===== src/hdl/sbu_pkg.sv =====
package sbu_pkg;

  // ****************************************************************
  // clocking and baud
  // ****************************************************************
  localparam int unsigned CLK_HZ    = 25000000;
  localparam int unsigned BAUD_CNT  = 9;
  localparam logic [3:0]  BAUD_DEF  = 4'h7;

  typedef enum logic [1:0] {
    SBU_PAR_NONE,
    SBU_PAR_EVEN,
    SBU_PAR_ODD
  } sbu_par_t;

  typedef enum logic [1:0] {
    SBU_MODE_CMD,
    SBU_MODE_RECONNECT,
    SBU_MODE_WAIT_LAST,
    SBU_MODE_OPEN
  } sbu_mode_t;

  localparam int unsigned DATA_BITS   = 8;
  localparam int unsigned ADDR_BITS   = 48;
  localparam int unsigned FIFO_DEPTH  = 8;
  localparam int unsigned DIV_W       = 16;

  // divisor for one bit time, index 0..8
  function automatic logic [DIV_W-1:0] sbu_div(input logic [3:0] idx);
    logic [31:0] baud;
    baud = 32'h0000_04b0;
    unique case (idx)
      4'h0: baud = 32'h0000_04b0;
      4'h1: baud = 32'h0000_0960;
      4'h2: baud = 32'h0000_12c0;
      4'h3: baud = 32'h0000_2580;
      4'h4: baud = 32'h0000_4b00;
      4'h5: baud = 32'h0000_9538;
      4'h6: baud = 32'h0000_e100;
      4'h7: baud = 32'h0001_c200;
      4'h8: baud = 32'h0003_8400;
      default: baud = 32'h0001_c200;
    endcase
    return DIV_W'(CLK_HZ / baud - 1);
  endfunction

  // ****************************************************************
  // register map of the device controller (wishbone, byte addressed)
  // ****************************************************************
  localparam logic [3:0] REG_CTRL    = 4'h0;
  localparam logic [3:0] REG_STATUS  = 4'h4;
  localparam logic [3:0] REG_DATA    = 4'h8;
  localparam logic [3:0] REG_PEER    = 4'hc;
  // ctrl fields
  localparam int unsigned CTRL_BAUD_LSB = 0;
  localparam int unsigned CTRL_PAR_LSB  = 4;
  localparam int unsigned CTRL_STOP2    = 6;
  localparam int unsigned CTRL_HWFC     = 7;
  localparam int unsigned CTRL_MODE_LSB = 8;
  localparam int unsigned CTRL_SWRST    = 10;
  localparam int unsigned CTRL_LINKOK   = 11;
  localparam int unsigned CTRL_HWRST    = 12;
endpackage


===== src/hdl/sbu_if.sv =====
`timescale 1ns/1ns
interface sbu_if;
  logic txd;        // host to device serial data
  logic rxd;        // device to host serial data
  logic rts;        // device ready for host data, high = go
  modport dev  (input txd, output rxd, output rts);
  modport host (output txd, input rxd, input rts);
endinterface // sbu_if


===== src/hdl/sbu_device.sv =====
// Design decisions made here: the Wishbone register port and the address map.
`timescale 1ns/1ns
// Functional notes
// - baud 1200 to 230400, both ends equal
// - characters carry exactly eight data bits
// - parity none/even/odd, one or two stops
// - seven-bit parity host uses eight no-parity
// - host bytes buffered, forwarded until accepted
// - flow control on: drop rts when full
// - flow control on: raise rts with room
// - flow control off: flush full buffer
// - host should use flow control for bulk
// - command mode: silent, no role, configurable
// - direct command control needs command mode
// - mode resets to command mode
// - keep last peer; hardware reset clears
// - reconnect mode: master, connects at software reset when a peer is known
// - reconnect mode: hidden and not connectable
// - wait mode: slave, last peer only
// - open mode: discoverable, accepts anyone
// - peer address held as 48 bits
module sbu_device (
  // clock and reset
  input  wire logic        clk_i,
  input  wire logic        rst_i,
  // host link
  sbu_if.dev               lnk,
  // wishbone slave
  input  wire logic        wb_cyc_i,
  input  wire logic        wb_stb_i,
  input  wire logic        wb_we_i,
  input  wire logic [3:0]  wb_adr_i,
  input  wire logic [3:0]  wb_sel_i,
  input  wire logic [31:0] wb_dat_i,
  output logic      [31:0] wb_dat_o,
  output logic             wb_ack_o,
  // radio side roles
  output logic             master_o,
  output logic             connect_req_o,
  output logic             discoverable_o,
  output logic             connectable_o,
  output logic             peer_only_o
);
  // ****************************************************************
  // configuration
  // ****************************************************************
  logic [3:0]            baud_r;
  sbu_pkg::sbu_par_t     par_r;
  logic                  stop2_r;
  logic                  hwfc_r;
  sbu_pkg::sbu_mode_t    mode_r;
  logic [47:0]           peer_r;
  logic                  peer_ok_r;
  logic                  swrst_r;
  logic                  ovf_r;
  logic                  wb_hit;
  logic                  wr;
  logic                  ctrl_wr;
  logic                  rd_data;
  logic                  fifo_in_ready;
  logic                  fifo_out_valid;
  logic [7:0]            fifo_out_data;
  logic                  flush;
  logic                  rx_valid_r;
  logic [7:0]            rx_data_r;
  logic                  perr_r;

  assign wb_hit  = wb_cyc_i & wb_stb_i & ~wb_ack_o;
  assign wr      = wb_hit & wb_we_i;
  assign ctrl_wr = wr & (wb_adr_i == sbu_pkg::REG_CTRL);
  assign rd_data = wb_hit & ~wb_we_i & (wb_adr_i == sbu_pkg::REG_DATA);

  always_ff @(posedge clk_i)
  begin
    if (rst_i)
    begin
      baud_r  <= sbu_pkg::BAUD_DEF;
      par_r   <= sbu_pkg::SBU_PAR_NONE;
      stop2_r <= 1'b0;
      hwfc_r  <= 1'b1;
      mode_r  <= sbu_pkg::SBU_MODE_CMD;
    end
    else if (ctrl_wr)
    begin
      if (wb_sel_i[0] && mode_r == sbu_pkg::SBU_MODE_CMD)   // command mode only
      begin
        baud_r  <= wb_dat_i[sbu_pkg::CTRL_BAUD_LSB +: 4];
        par_r   <= sbu_pkg::sbu_par_t'(wb_dat_i[sbu_pkg::CTRL_PAR_LSB +: 2]);
        stop2_r <= wb_dat_i[sbu_pkg::CTRL_STOP2];
        hwfc_r  <= wb_dat_i[sbu_pkg::CTRL_HWFC];
      end
      if (wb_sel_i[1])
        mode_r <= sbu_pkg::sbu_mode_t'(wb_dat_i[sbu_pkg::CTRL_MODE_LSB +: 2]);
    end
  end

  // last peer: survives software reset, cleared only by hardware reset
  always_ff @(posedge clk_i)
  begin
    if (rst_i || (ctrl_wr && wb_sel_i[1] && wb_dat_i[sbu_pkg::CTRL_HWRST]))
    begin
      peer_r    <= '0;
      peer_ok_r <= 1'b0;
    end
    else if (wr && wb_adr_i == sbu_pkg::REG_PEER)
    begin
      // link layer reports the peer it has connected to: 32 low then 16 high
      if (wb_sel_i[3])
        peer_r[31:0] <= wb_dat_i;
      else
        peer_r[47:32] <= wb_dat_i[15:0];
    end
    else if (ctrl_wr && wb_sel_i[1] && wb_dat_i[sbu_pkg::CTRL_LINKOK])
      peer_ok_r <= 1'b1;
  end

  always_ff @(posedge clk_i)
  begin
    if (rst_i)
      swrst_r <= 1'b1;
    else
      swrst_r <= ctrl_wr && wb_sel_i[1] && wb_dat_i[sbu_pkg::CTRL_SWRST];
  end

  // ****************************************************************
  // role outputs
  // ****************************************************************
  always_ff @(posedge clk_i)
  begin
    if (rst_i)
    begin
      master_o       <= 1'b0;
      connect_req_o  <= 1'b0;
      discoverable_o <= 1'b0;
      connectable_o  <= 1'b0;
      peer_only_o    <= 1'b0;
    end
    else
    begin
      // command mode: no role, nothing announced
      master_o       <= (mode_r == sbu_pkg::SBU_MODE_RECONNECT);
      connect_req_o  <= swrst_r && peer_ok_r && mode_r == sbu_pkg::SBU_MODE_RECONNECT;
      discoverable_o <= (mode_r == sbu_pkg::SBU_MODE_OPEN);
      connectable_o  <= (mode_r == sbu_pkg::SBU_MODE_OPEN)
                        || (mode_r == sbu_pkg::SBU_MODE_WAIT_LAST && peer_ok_r);
      peer_only_o    <= (mode_r == sbu_pkg::SBU_MODE_WAIT_LAST);
    end
  end

  // ****************************************************************
  // serial receiver from host
  // ****************************************************************
  logic [1:0]              rxd_s_r;
  logic [sbu_pkg::DIV_W-1:0] rdiv_r;
  logic [3:0]              rbit_r;
  logic [8:0]              rsh_r;
  logic                    rbusy_r;

  always_ff @(posedge clk_i)
  begin
    if (rst_i)
      rxd_s_r <= 2'h3;
    else
      rxd_s_r <= {rxd_s_r[0], lnk.txd};
  end

  always_ff @(posedge clk_i)
  begin
    if (rst_i)
    begin
      rbusy_r    <= 1'b0;
      rdiv_r     <= '0;
      rbit_r     <= '0;
      rsh_r      <= '0;
      rx_valid_r <= 1'b0;
      rx_data_r  <= '0;
      perr_r     <= 1'b0;
    end
    else
    begin
      rx_valid_r <= 1'b0;
      if (!rbusy_r)
      begin
        if (!rxd_s_r[1])
        begin
          rbusy_r <= 1'b1;
          rbit_r  <= '0;
          rdiv_r  <= sbu_pkg::sbu_div(baud_r) >> 1;
        end
      end
      else if (rdiv_r != '0)
        rdiv_r <= rdiv_r - 1'b1;
      else
      begin
        rdiv_r <= sbu_pkg::sbu_div(baud_r);
        rbit_r <= rbit_r + 1'b1;
        if (rbit_r == 4'h0 && rxd_s_r[1])
          rbusy_r <= 1'b0;
        else if (rbit_r == ((par_r == sbu_pkg::SBU_PAR_NONE) ? 4'h9 : 4'ha))
        begin
          // stop bit: eight data bits only, second stop not checked
          rbusy_r    <= 1'b0;
          rx_valid_r <= rxd_s_r[1];
          rx_data_r  <= rsh_r[7:0];
          perr_r     <= (par_r != sbu_pkg::SBU_PAR_NONE) &&
                        ((^rsh_r) ^ (par_r == sbu_pkg::SBU_PAR_ODD));
        end
        else if (rbit_r != 4'h0)
          rsh_r <= (par_r == sbu_pkg::SBU_PAR_NONE) ? {1'b0, rxd_s_r[1], rsh_r[7:1]}
                   : (rbit_r == 4'h9) ? {rxd_s_r[1], rsh_r[7:0]}
                   : {1'b0, rxd_s_r[1], rsh_r[7:1]};
      end
    end
  end

  // ****************************************************************
  // transmit buffer and flow control
  // ****************************************************************
  // without flow control a full buffer is emptied, so the new byte still fits
  assign flush = ~hwfc_r & rx_valid_r & ~perr_r & ~fifo_in_ready;

  sbu_fifo #(.WIDTH(sbu_pkg::DATA_BITS), .DEPTH(sbu_pkg::FIFO_DEPTH)) u_buf (
    .clk_i(clk_i), .rst_i(rst_i), .flush_i(flush),
    .in_valid_i(rx_valid_r & ~perr_r), .in_data_i(rx_data_r), .in_ready_o(fifo_in_ready),
    .out_valid_o(fifo_out_valid), .out_data_o(fifo_out_data),
    .out_ready_i(rd_data));

  always_ff @(posedge clk_i)
  begin
    if (rst_i)
      lnk.rts <= 1'b1;
    else
      lnk.rts <= ~hwfc_r | fifo_in_ready;
  end

  always_ff @(posedge clk_i)
  begin
    if (rst_i)
      ovf_r <= 1'b0;
    else if (flush || (rx_valid_r && !fifo_in_ready && hwfc_r))
      ovf_r <= 1'b1;
    else if (wr && wb_adr_i == sbu_pkg::REG_STATUS)
      ovf_r <= 1'b0;
  end

  // device sends nothing back to host in this block
  assign lnk.rxd = 1'b1;

  // ****************************************************************
  // wishbone answer
  // ****************************************************************
  always_ff @(posedge clk_i)
  begin
    if (rst_i)
    begin
      wb_ack_o <= 1'b0;
      wb_dat_o <= '0;
    end
    else
    begin
      wb_ack_o <= wb_hit;
      wb_dat_o <= '0;
      if (wb_hit && !wb_we_i)
        unique case (wb_adr_i)
          sbu_pkg::REG_CTRL:   wb_dat_o <= {22'h0, mode_r, hwfc_r, stop2_r, par_r, baud_r};
          sbu_pkg::REG_STATUS: wb_dat_o <= {27'h0, ovf_r, peer_ok_r, lnk.rts,
                                            fifo_out_valid, fifo_in_ready};
          sbu_pkg::REG_DATA:   wb_dat_o <= {23'h0, fifo_out_valid, fifo_out_data};
          sbu_pkg::REG_PEER:   wb_dat_o <= peer_r[31:0];
          default:             wb_dat_o <= '0;
        endcase
    end
  end
endmodule // sbu_device


===== src/hdl/sbu_fifo.sv =====
`timescale 1ns/1ns
module sbu_fifo #(
  parameter int unsigned WIDTH = 8,
  parameter int unsigned DEPTH = 8
) (
  // clock and reset
  input  wire logic             clk_i,
  input  wire logic             rst_i,
  input  wire logic             flush_i,
  // fill side
  input  wire logic             in_valid_i,
  input  wire logic [WIDTH-1:0] in_data_i,
  output logic                  in_ready_o,
  // drain side
  output logic                  out_valid_o,
  output logic      [WIDTH-1:0] out_data_o,
  input  wire logic             out_ready_i
);
  localparam int unsigned AW = $clog2(DEPTH);
  logic [WIDTH-1:0] mem [DEPTH];
  logic [AW-1:0]    wp_r;
  logic [AW-1:0]    rp_r;
  logic [AW:0]      cnt_r;
  logic             push;
  logic             pop;

  assign in_ready_o  = (cnt_r != (AW+1)'(DEPTH));
  assign out_valid_o = (cnt_r != '0);
  // empty reads give zero, never a stale or unwritten slot
  assign out_data_o  = out_valid_o ? mem[rp_r] : '0;
  assign push        = in_valid_i & (in_ready_o | flush_i);
  assign pop         = out_valid_o & out_ready_i;

  always_ff @(posedge clk_i)
  begin
    if (push)
      mem[flush_i ? '0 : wp_r] <= in_data_i;
  end

  always_ff @(posedge clk_i)
  begin
    if (rst_i)
    begin
      wp_r  <= '0;
      rp_r  <= '0;
      cnt_r <= '0;
    end
    else if (flush_i)
    begin
      // a flush keeps the word that arrives with it
      wp_r  <= AW'(push);
      rp_r  <= '0;
      cnt_r <= (AW+1)'(push);
    end
    else
    begin
      if (push)
        wp_r <= (wp_r == AW'(DEPTH-1)) ? '0 : wp_r + 1'b1;
      if (pop)
        rp_r <= (rp_r == AW'(DEPTH-1)) ? '0 : rp_r + 1'b1;
      cnt_r <= cnt_r + (AW+1)'(push) - (AW+1)'(pop);
    end
  end
endmodule // sbu_fifo


===== src/flat_wrapper.sv =====
// flat-port wrapper written by rule: the top's interface ports become plain ports
module sbu_device_flat 
  (clk_i, rst_i, wb_cyc_i, wb_stb_i, wb_we_i, wb_adr_i, wb_sel_i, wb_dat_i, wb_dat_o, wb_ack_o, master_o, connect_req_o, discoverable_o, connectable_o, peer_only_o, lnk_txd, lnk_rxd, lnk_rts);
  sbu_if lnk_i ();
  input  wire logic clk_i;
  input  wire logic rst_i;
  input  wire logic wb_cyc_i;
  input  wire logic wb_stb_i;
  input  wire logic wb_we_i;
  input  wire logic [3:0] wb_adr_i;
  input  wire logic [3:0] wb_sel_i;
  input  wire logic [31:0] wb_dat_i;
  output logic      [31:0] wb_dat_o;
  output logic wb_ack_o;
  output logic master_o;
  output logic connect_req_o;
  output logic discoverable_o;
  output logic connectable_o;
  output logic peer_only_o;
  input wire logic [$bits(lnk_i.txd)-1:0] lnk_txd;
  output wire logic [$bits(lnk_i.rxd)-1:0] lnk_rxd;
  output wire logic [$bits(lnk_i.rts)-1:0] lnk_rts;
  assign lnk_i.txd = lnk_txd;
  assign lnk_rxd = lnk_i.rxd;
  assign lnk_rts = lnk_i.rts;
  sbu_device u_core (.clk_i(clk_i), .rst_i(rst_i), .lnk(lnk_i), .wb_cyc_i(wb_cyc_i), .wb_stb_i(wb_stb_i), .wb_we_i(wb_we_i), .wb_adr_i(wb_adr_i), .wb_sel_i(wb_sel_i), .wb_dat_i(wb_dat_i), .wb_dat_o(wb_dat_o), .wb_ack_o(wb_ack_o), .master_o(master_o), .connect_req_o(connect_req_o), .discoverable_o(discoverable_o), .connectable_o(connectable_o), .peer_only_o(peer_only_o));
endmodule

===== config.mk =====
export PLATFORM = sky130hd
export DESIGN_NAME = sbu_device_flat
export DESIGN_NICKNAME = d
export VERILOG_FILES = /design/src/hdl/sbu_pkg.sv /design/src/hdl/sbu_if.sv /design/src/hdl/sbu_device.sv /design/src/hdl/sbu_fifo.sv /design/src/flat_wrapper.sv
export SDC_FILE = /design/constraint.sdc
export NUM_CORES = 1
export LEC_CHECK = 0
export BUFFER_PORTS_ARGS = -buffer_cell sky130_fd_sc_hd__buf_2
export CAP_MARGIN = 25
export CORE_MARGIN = 5
export CORE_UTILIZATION = 35
export CTS_CLUSTER_DIAMETER = 120
export DETAILED_ROUTE_END_ITERATION = 10
export GPL_ROUTABILITY_DRIVEN = 0
export PLACE_DENSITY = 0.52
export SLEW_MARGIN = 0
export SYNTH_ARGS = -nofsm -noshare
export SYNTH_HDL_FRONTEND = slang
export SYNTH_HIERARCHICAL = 1
export SYNTH_SLANG_ARGS = --single-unit
export TNS_END_PERCENT = 10

===== constraint.sdc =====
create_clock -name clk_i -period 75.6 [get_ports clk_i]
set_clock_uncertainty 0.15 [all_clocks]
set_input_delay 18.9 -clock clk_i [delete_from_list [all_inputs] [get_ports clk_i]]
set_output_delay 18.9 -clock clk_i [all_outputs]
set_load 0.01 [all_outputs]

==> results of run 1 <==
==> what timing repair did <==
item,4_1_cts,5_1_grt
setup endpoints to repair,0,16
resized for setup,0,100
buffers inserted,0,12
==> registers in the layout, summed over array words and instances (netlist names), 2 cells and up, named ones only <==
| signal | flops |
|---|---|
| u_core/baud_r | 4 |
| u_core/mode_r | 2 |
| u_core/par_r | 2 |
| u_core/peer_r | 32 |
| u_core/rbit_r | 4 |
| u_core/rdiv_r | 16 |
| u_core/rsh_r | 9 |
| u_core/rx_data_r | 8 |
| u_core/rxd_s_r | 2 |
| u_core/u_buf/cnt_r | 4 |
| u_core/u_buf/mem | 64 |
| u_core/u_buf/rp_r | 3 |
| u_core/u_buf/wp_r | 3 |
| u_core/wb_dat_o | 32 |
==> placed cells by master (no fill, tap or decap), drive strengths merged, types with 69 or more instances in the layout <==
cell type,instances
nor2,397
nand2,373
a21oi,344
ha,323
o21ai,264
buf,242
dfxtp,154
inv,147
xnor2,131
nor3,120
o21a,112
nand2b,100
a21o,95
nand3,86
mux2i,82
mux2,79
xor2,69
==> power by group <==
part | total, mW | internal [mW] | switching (mW) | leakage, nW
Sequential | 0.122 | 0.121 | 0.00103 | 1.84
Combinational | 0.601 | 0.251 | 0.350 | 11.2
Clock | 0.117 | 0.0700 | 0.0472 | 0.398
Total | 0.840 | 0.442 | 0.398 | 13.5
==> cell families (layout without fill, tap and decap cells) <==
family          count (synthesis)  count (layout)  share of synthesized area [%]
compound gates               1249            1250                           28.4
simple gates                 1428            1428                           24.3
fa+ha+maj                     325             325                           14.1
mux                           166             166                           6.36
other cells                     2               2                         0.0259
buf+inv                       262             431                           3.52
xor+xnor                      200             200                           6.04
flops                         218             218                           17.3
==> routing by layer <==
layer / vias to the layer above / track usage, %
met2: 449 / 32.3
met5: - / 0
li1: 14600 / -
met1: 13200 / 26.7
met3: 86 / 1.51
met4: 0 / 3.34
==> worst paths after layout <==
| check | start | to | slack [ns] | cells past startpoint |
|---|---|---|---|---|
| setup / recovery | flop | u_core/rdiv_r[11] | 6.27 | 358 |
| hold / removal | u_core/rxd_s_r[0] | u_core/rxd_s_r[1] | 0.26 | 1 |
| hold reg to reg | u_core/rxd_s_r[0] | u_core/rxd_s_r[1] | 0.26 | 1 |
| setup reg to reg | flop | u_core/rdiv_r[11] | 6.27 | 358 |
==> through the flow <==
stage	TNS, ns	utilization, %	power, mW	area (sq um)	hold WS, ns
2_1_floorplan	0	-	0.555	29000	0.239
3_3_place_gp	0	38.2	0.713	31400	0.251
3_5_place_dp	0	38.3	0.716	31400	0.249
4_1_cts	0	39.3	0.838	32300	0.269
5_1_grt	-0.132	39.9	0.922	32700	0.272
6_report	0	39.9	0.840	32700	0.263
==> worst max-delay path, delay by kind of cell, from the launching register on <==
| kind | cells | cell delay, ns |
|---|---|---|
| mux | 6 | 1.96 |
| flops | 1 | 0.41 |
| simple gates | 116 | 19.84 |
| compound gates | 189 | 34.99 |
| buf+inv | 18 | 3.07 |
| fa+ha+maj | 27 | 8.29 |
| xor+xnor | 2 | 0.43 |
==> cell type report <==
type	instances	area share, %
inverters	147	1.71
well taps	1070	4.09
repair buffers	242	5.14
clock buffers	33	2.19
multi-input cells	3371	71.3
clock inverters	9	0.287
flip-flops and latches	218	15.3
==> flow_summary.toml, run 1 <==
[status]
outcome = "complete, no violations"

[clocking]
cts_tree = "yes"
clock_sinks = 218
cts_htree_levels = 1
root_buffer = "clkbuf_16"
clk_latency_ns = 0.52
cts_buffers = 23
path_clk_slew_ns = 0.06
cts_hold_buf = 0
clockBufferDepth = 3

[place]
hpwlAfterDp_microns = 68800
placed_cells = 5033
dpl_worst_slack_ns = 0.842
portBuffers = 83

[yosys]
ys_async_sr_fraction_pct = 0
ys_warn_count = 6
synthTopCellsByArea = "ha_1 (14%), dfxtp_1 (11%), edfxtp_1 (6.6%)"
synth-edff-count = 64
ys_seq_area_share_pct = 17.3
ys_seq_elements = 218
synthTopCellsByCount = "nor2_1 (395), nand2_1 (371), a21oi_1 (339), ha_1 (323), o21ai_0 (242)"
synth_top_area_cell = "ha_1"
synth.most_common_cell = "nor2_1"
avgSynthCellArea_sq_um = 7.53
synth_area_sq_mm = 0.0290
yosysTopAreaCellShare_pct = 13.9
syn-num-nets = 4221
synth_cells = 3850
ys_types = 126
synthFlopType = "dfxtp_1"

[sta]
tightest_slew_ns = 1.00
drv_slew = 0
period_share_pct = 91.7
finalCriticalPeriod_ns = 69.33
maxSlewHeadroom_pct = 33.2
layout_setup_ws_ns = 6.27
fmax_mhz = 14.4
setup_viol = 0
hold_violations = 0

[detailed_routing]
routed_wl_microns = 89200
highest_layer = "met4"
wl_met1_microns = 44400
drc_errors = 0
drt_iter0_drc = 1438
met3_length_microns = 2740
viasPerCell = 5.57
wl_per_cell_microns = 17.5
antenna_left = 0
dr.pass1.iters = 5
dr_wl_met2_microns = 40500
vias = 28300

[floorplan]
start_util_pct = 35.3
rows = 105
die_w_microns = 298
die_h_microns = 298
fp.dieArea_sq_mm = 0.0887
coreArea_sq_mm = 0.0821
ios = 86

[cells_and_area]
fin_nets = 4374
filler_cell_count = 8565
fin_cells = 5090
register_area_sq_mm = 0.00501
multiInputGateArea_sq_mm = 0.0233
drive_above_1_share_pct = 13.6
diodes = 0
area_growth_pct = 13.0

[global_routing]
grt-ovfl-total = 0
grt_first_pass_wirelength_microns = 142000
grt_util_all_layers_pct = 19.0
grt_pass1_vias = 26600
grt_max_degree = 58
antenna_found_initial = 2

[critical_path]
arrival_ns = 69.57
crit_slowest_cell = "or4b_1"
max_stage_delay_ns = 0.56
required_ns = 75.84
critPathCaptureType = "flop"
start_kind = "flop"
critPathKind = "reg2reg"
worstPathMaxFanout = 24
critPathMostFrequentCell = "a21oi_1"

[flow_run]
maxCapViolations = 0

[power]
total_leakage_power_nw = 13.5
ir_drop_mv = 0.0468
powerDensity_mw_per_mm2 = 25.7

[min_path]
hold_path_class = "reg2reg"
Power figures use the tool's default switching activity.
==> run 2, diff against run 1 <==
- ABC_CLOCK_PERIOD_IN_PS: not set -> 75600
- CELL_PAD_IN_SITES_DETAIL_PLACEMENT: not set -> 0
- CELL_PAD_IN_SITES_GLOBAL_PLACEMENT: not set -> 2
- PLACE_DENSITY: 0.52 -> 0.79
==> flow_summary.toml, run 2 (same netlist as run 1, synthesis figures left out) <==
[detailed_routing]
antenna_left = 0
drt_iter0_drc = 1380
vias = 28600
wl_per_cell_microns = 18.1
dr.pass1.iters = 6
routed_wl_microns = 91900
drc_errors = 0
viasPerCell = 5.62

[critical_path]
required_ns = 75.81
crit_slowest_cell = "or4b_1"
start_kind = "flop"
critPathCaptureType = "flop"
critPathMostFrequentCell = "a21oi_1"
arrival_ns = 69.23
critPathKind = "reg2reg"
max_stage_delay_ns = 0.55
worstPathMaxFanout = 24

[clocking]
cts_tree = "yes"
cts_buffers = 24
clk_latency_ns = 0.52
root_buffer = "clkbuf_16"
cts_hold_buf = 0
clockBufferDepth = 3
path_clk_slew_ns = 0.06
cts_htree_levels = 1
clock_sinks = 218

[sta]
tns_ns = 0
finalCriticalPeriod_ns = 69.02
setup_viol = 0
tightest_slew_ns = 1.02
hold_violations = 0
drv_slew = 0
fmax_mhz = 14.5
maxSlewHeadroom_pct = 31.9
period_share_pct = 91.3

[cells_and_area]
multiInputGateArea_sq_mm = 0.0234
stdcell_area_sq_mm = 0.0327
fin_nets = 4373
drive_above_1_share_pct = 13.5
mostFrequentLayoutCells = "nor2_1 (389), nand2_1 (366), a21oi_1 (338)"
diodes = 0
final_common_cell = "nor2_1"
largest_reg_flops = 64
filler_cell_count = 8587
largestRegisters = "u_core/u_buf/mem (64), u_core/peer_r (32), u_core/wb_dat_o (32)"
register_area_sq_mm = 0.00501
utilization_pct = 39.9
largest-register = "u_core/u_buf/mem"
area_growth_pct = 13.0

[place]
place_area_sq_mm = 0.0314
hpwlAfterDp_microns = 70700
portBuffers = 83

[flow_run]
maxCapViolations = 0

[power]
ir_drop_mv = 0.0507
powerDensity_mw_per_mm2 = 25.8
total_leakage_power_nw = 13.5
p_total_mw = 0.845

[global_routing]
antenna_found_initial = 0
grt_pass1_vias = 27200
grt_max_degree = 68
grt-ovfl-total = 0
grt_util_all_layers_pct = 19.7
grt_first_pass_wirelength_microns = 147000

[floorplan]
rows = 105
ios = 86
die_h_microns = 298
die_w_microns = 298
start_util_pct = 35.3
fp.dieArea_sq_mm = 0.0887
coreArea_sq_mm = 0.0821

[min_path]
hold_path_class = "reg2reg"

[status]
outcome = "complete, no violations"
## run 2: routing by layer
metal,GRT usage (%),vias to the layer above,part of all wire (%)
met5,0,-,0
li1,-,14600,-
met3,1.54,113,3.1
met1,27.4,13400,49
met2,33.6,484,46
met4,4.24,0,2.2
## run 2: cell type report
cell class / count / share of cell area [%]
multi-input cells: 3371 / 71.4
clock buffers: 35 / 2.26
clock inverters: 9 / 0.287
repair buffers: 240 / 4.99
well taps: 1070 / 4.09
inverters: 147 / 1.71
flip-flops and latches: 218 / 15.3
## run 2: through the flow
step,hold WS (ns),cells,setup WS (ns)
6_report,0.297,5090,6.58
5_1_grt,0.315,5090,-0.0812
4_1_cts,0.301,5071,0.670
3_5_place_dp,0.290,5027,1.09
3_3_place_gp,0.285,5026,0.937
2_1_floorplan,0.239,3850,5.08
## run 2: power by group
| group | internal, mW | total (mW) | switching [mW] |
|---|---|---|---|
| clock network | 0.0718 | 0.119 | 0.0477 |
| logic | 0.251 | 0.604 | 0.353 |
| registers | 0.121 | 0.122 | 0.00102 |
| total | 0.444 | 0.845 | 0.402 |
## run 2: repair_timing
action / in CTS / in global routing
setup endpoints to repair: 0 / 16
hold endpoints to repair: 0 / 0
gates resized for setup: 0 / 99
buffers inserted: 0 / 18
## run 2: worst paths after layout
check,endpoint,slack [ns],startpoint,cells after the start
setup / recovery,u_core/rdiv_r[14],6.58,flop,358
hold / removal,u_core/wb_dat_o[22],0.30,u_core/peer_r[22],1
setup reg to reg,u_core/rdiv_r[14],6.58,flop,358
hold reg to reg,u_core/wb_dat_o[22],0.30,u_core/peer_r[22],1
## run 2: worst max-delay path, delay by kind of cell, from the launching register on
family                   cells  cell delay (ns)
AO/OA/AOI/OAI              187            34.24
XOR/XNOR                     1             0.14
adder cells (fa/ha/maj)     27             8.13
buffers and inverters       24             4.09
flip-flops                   1             0.43
multiplexers                 7             2.20
AND/OR/NAND/NOR            112            19.35
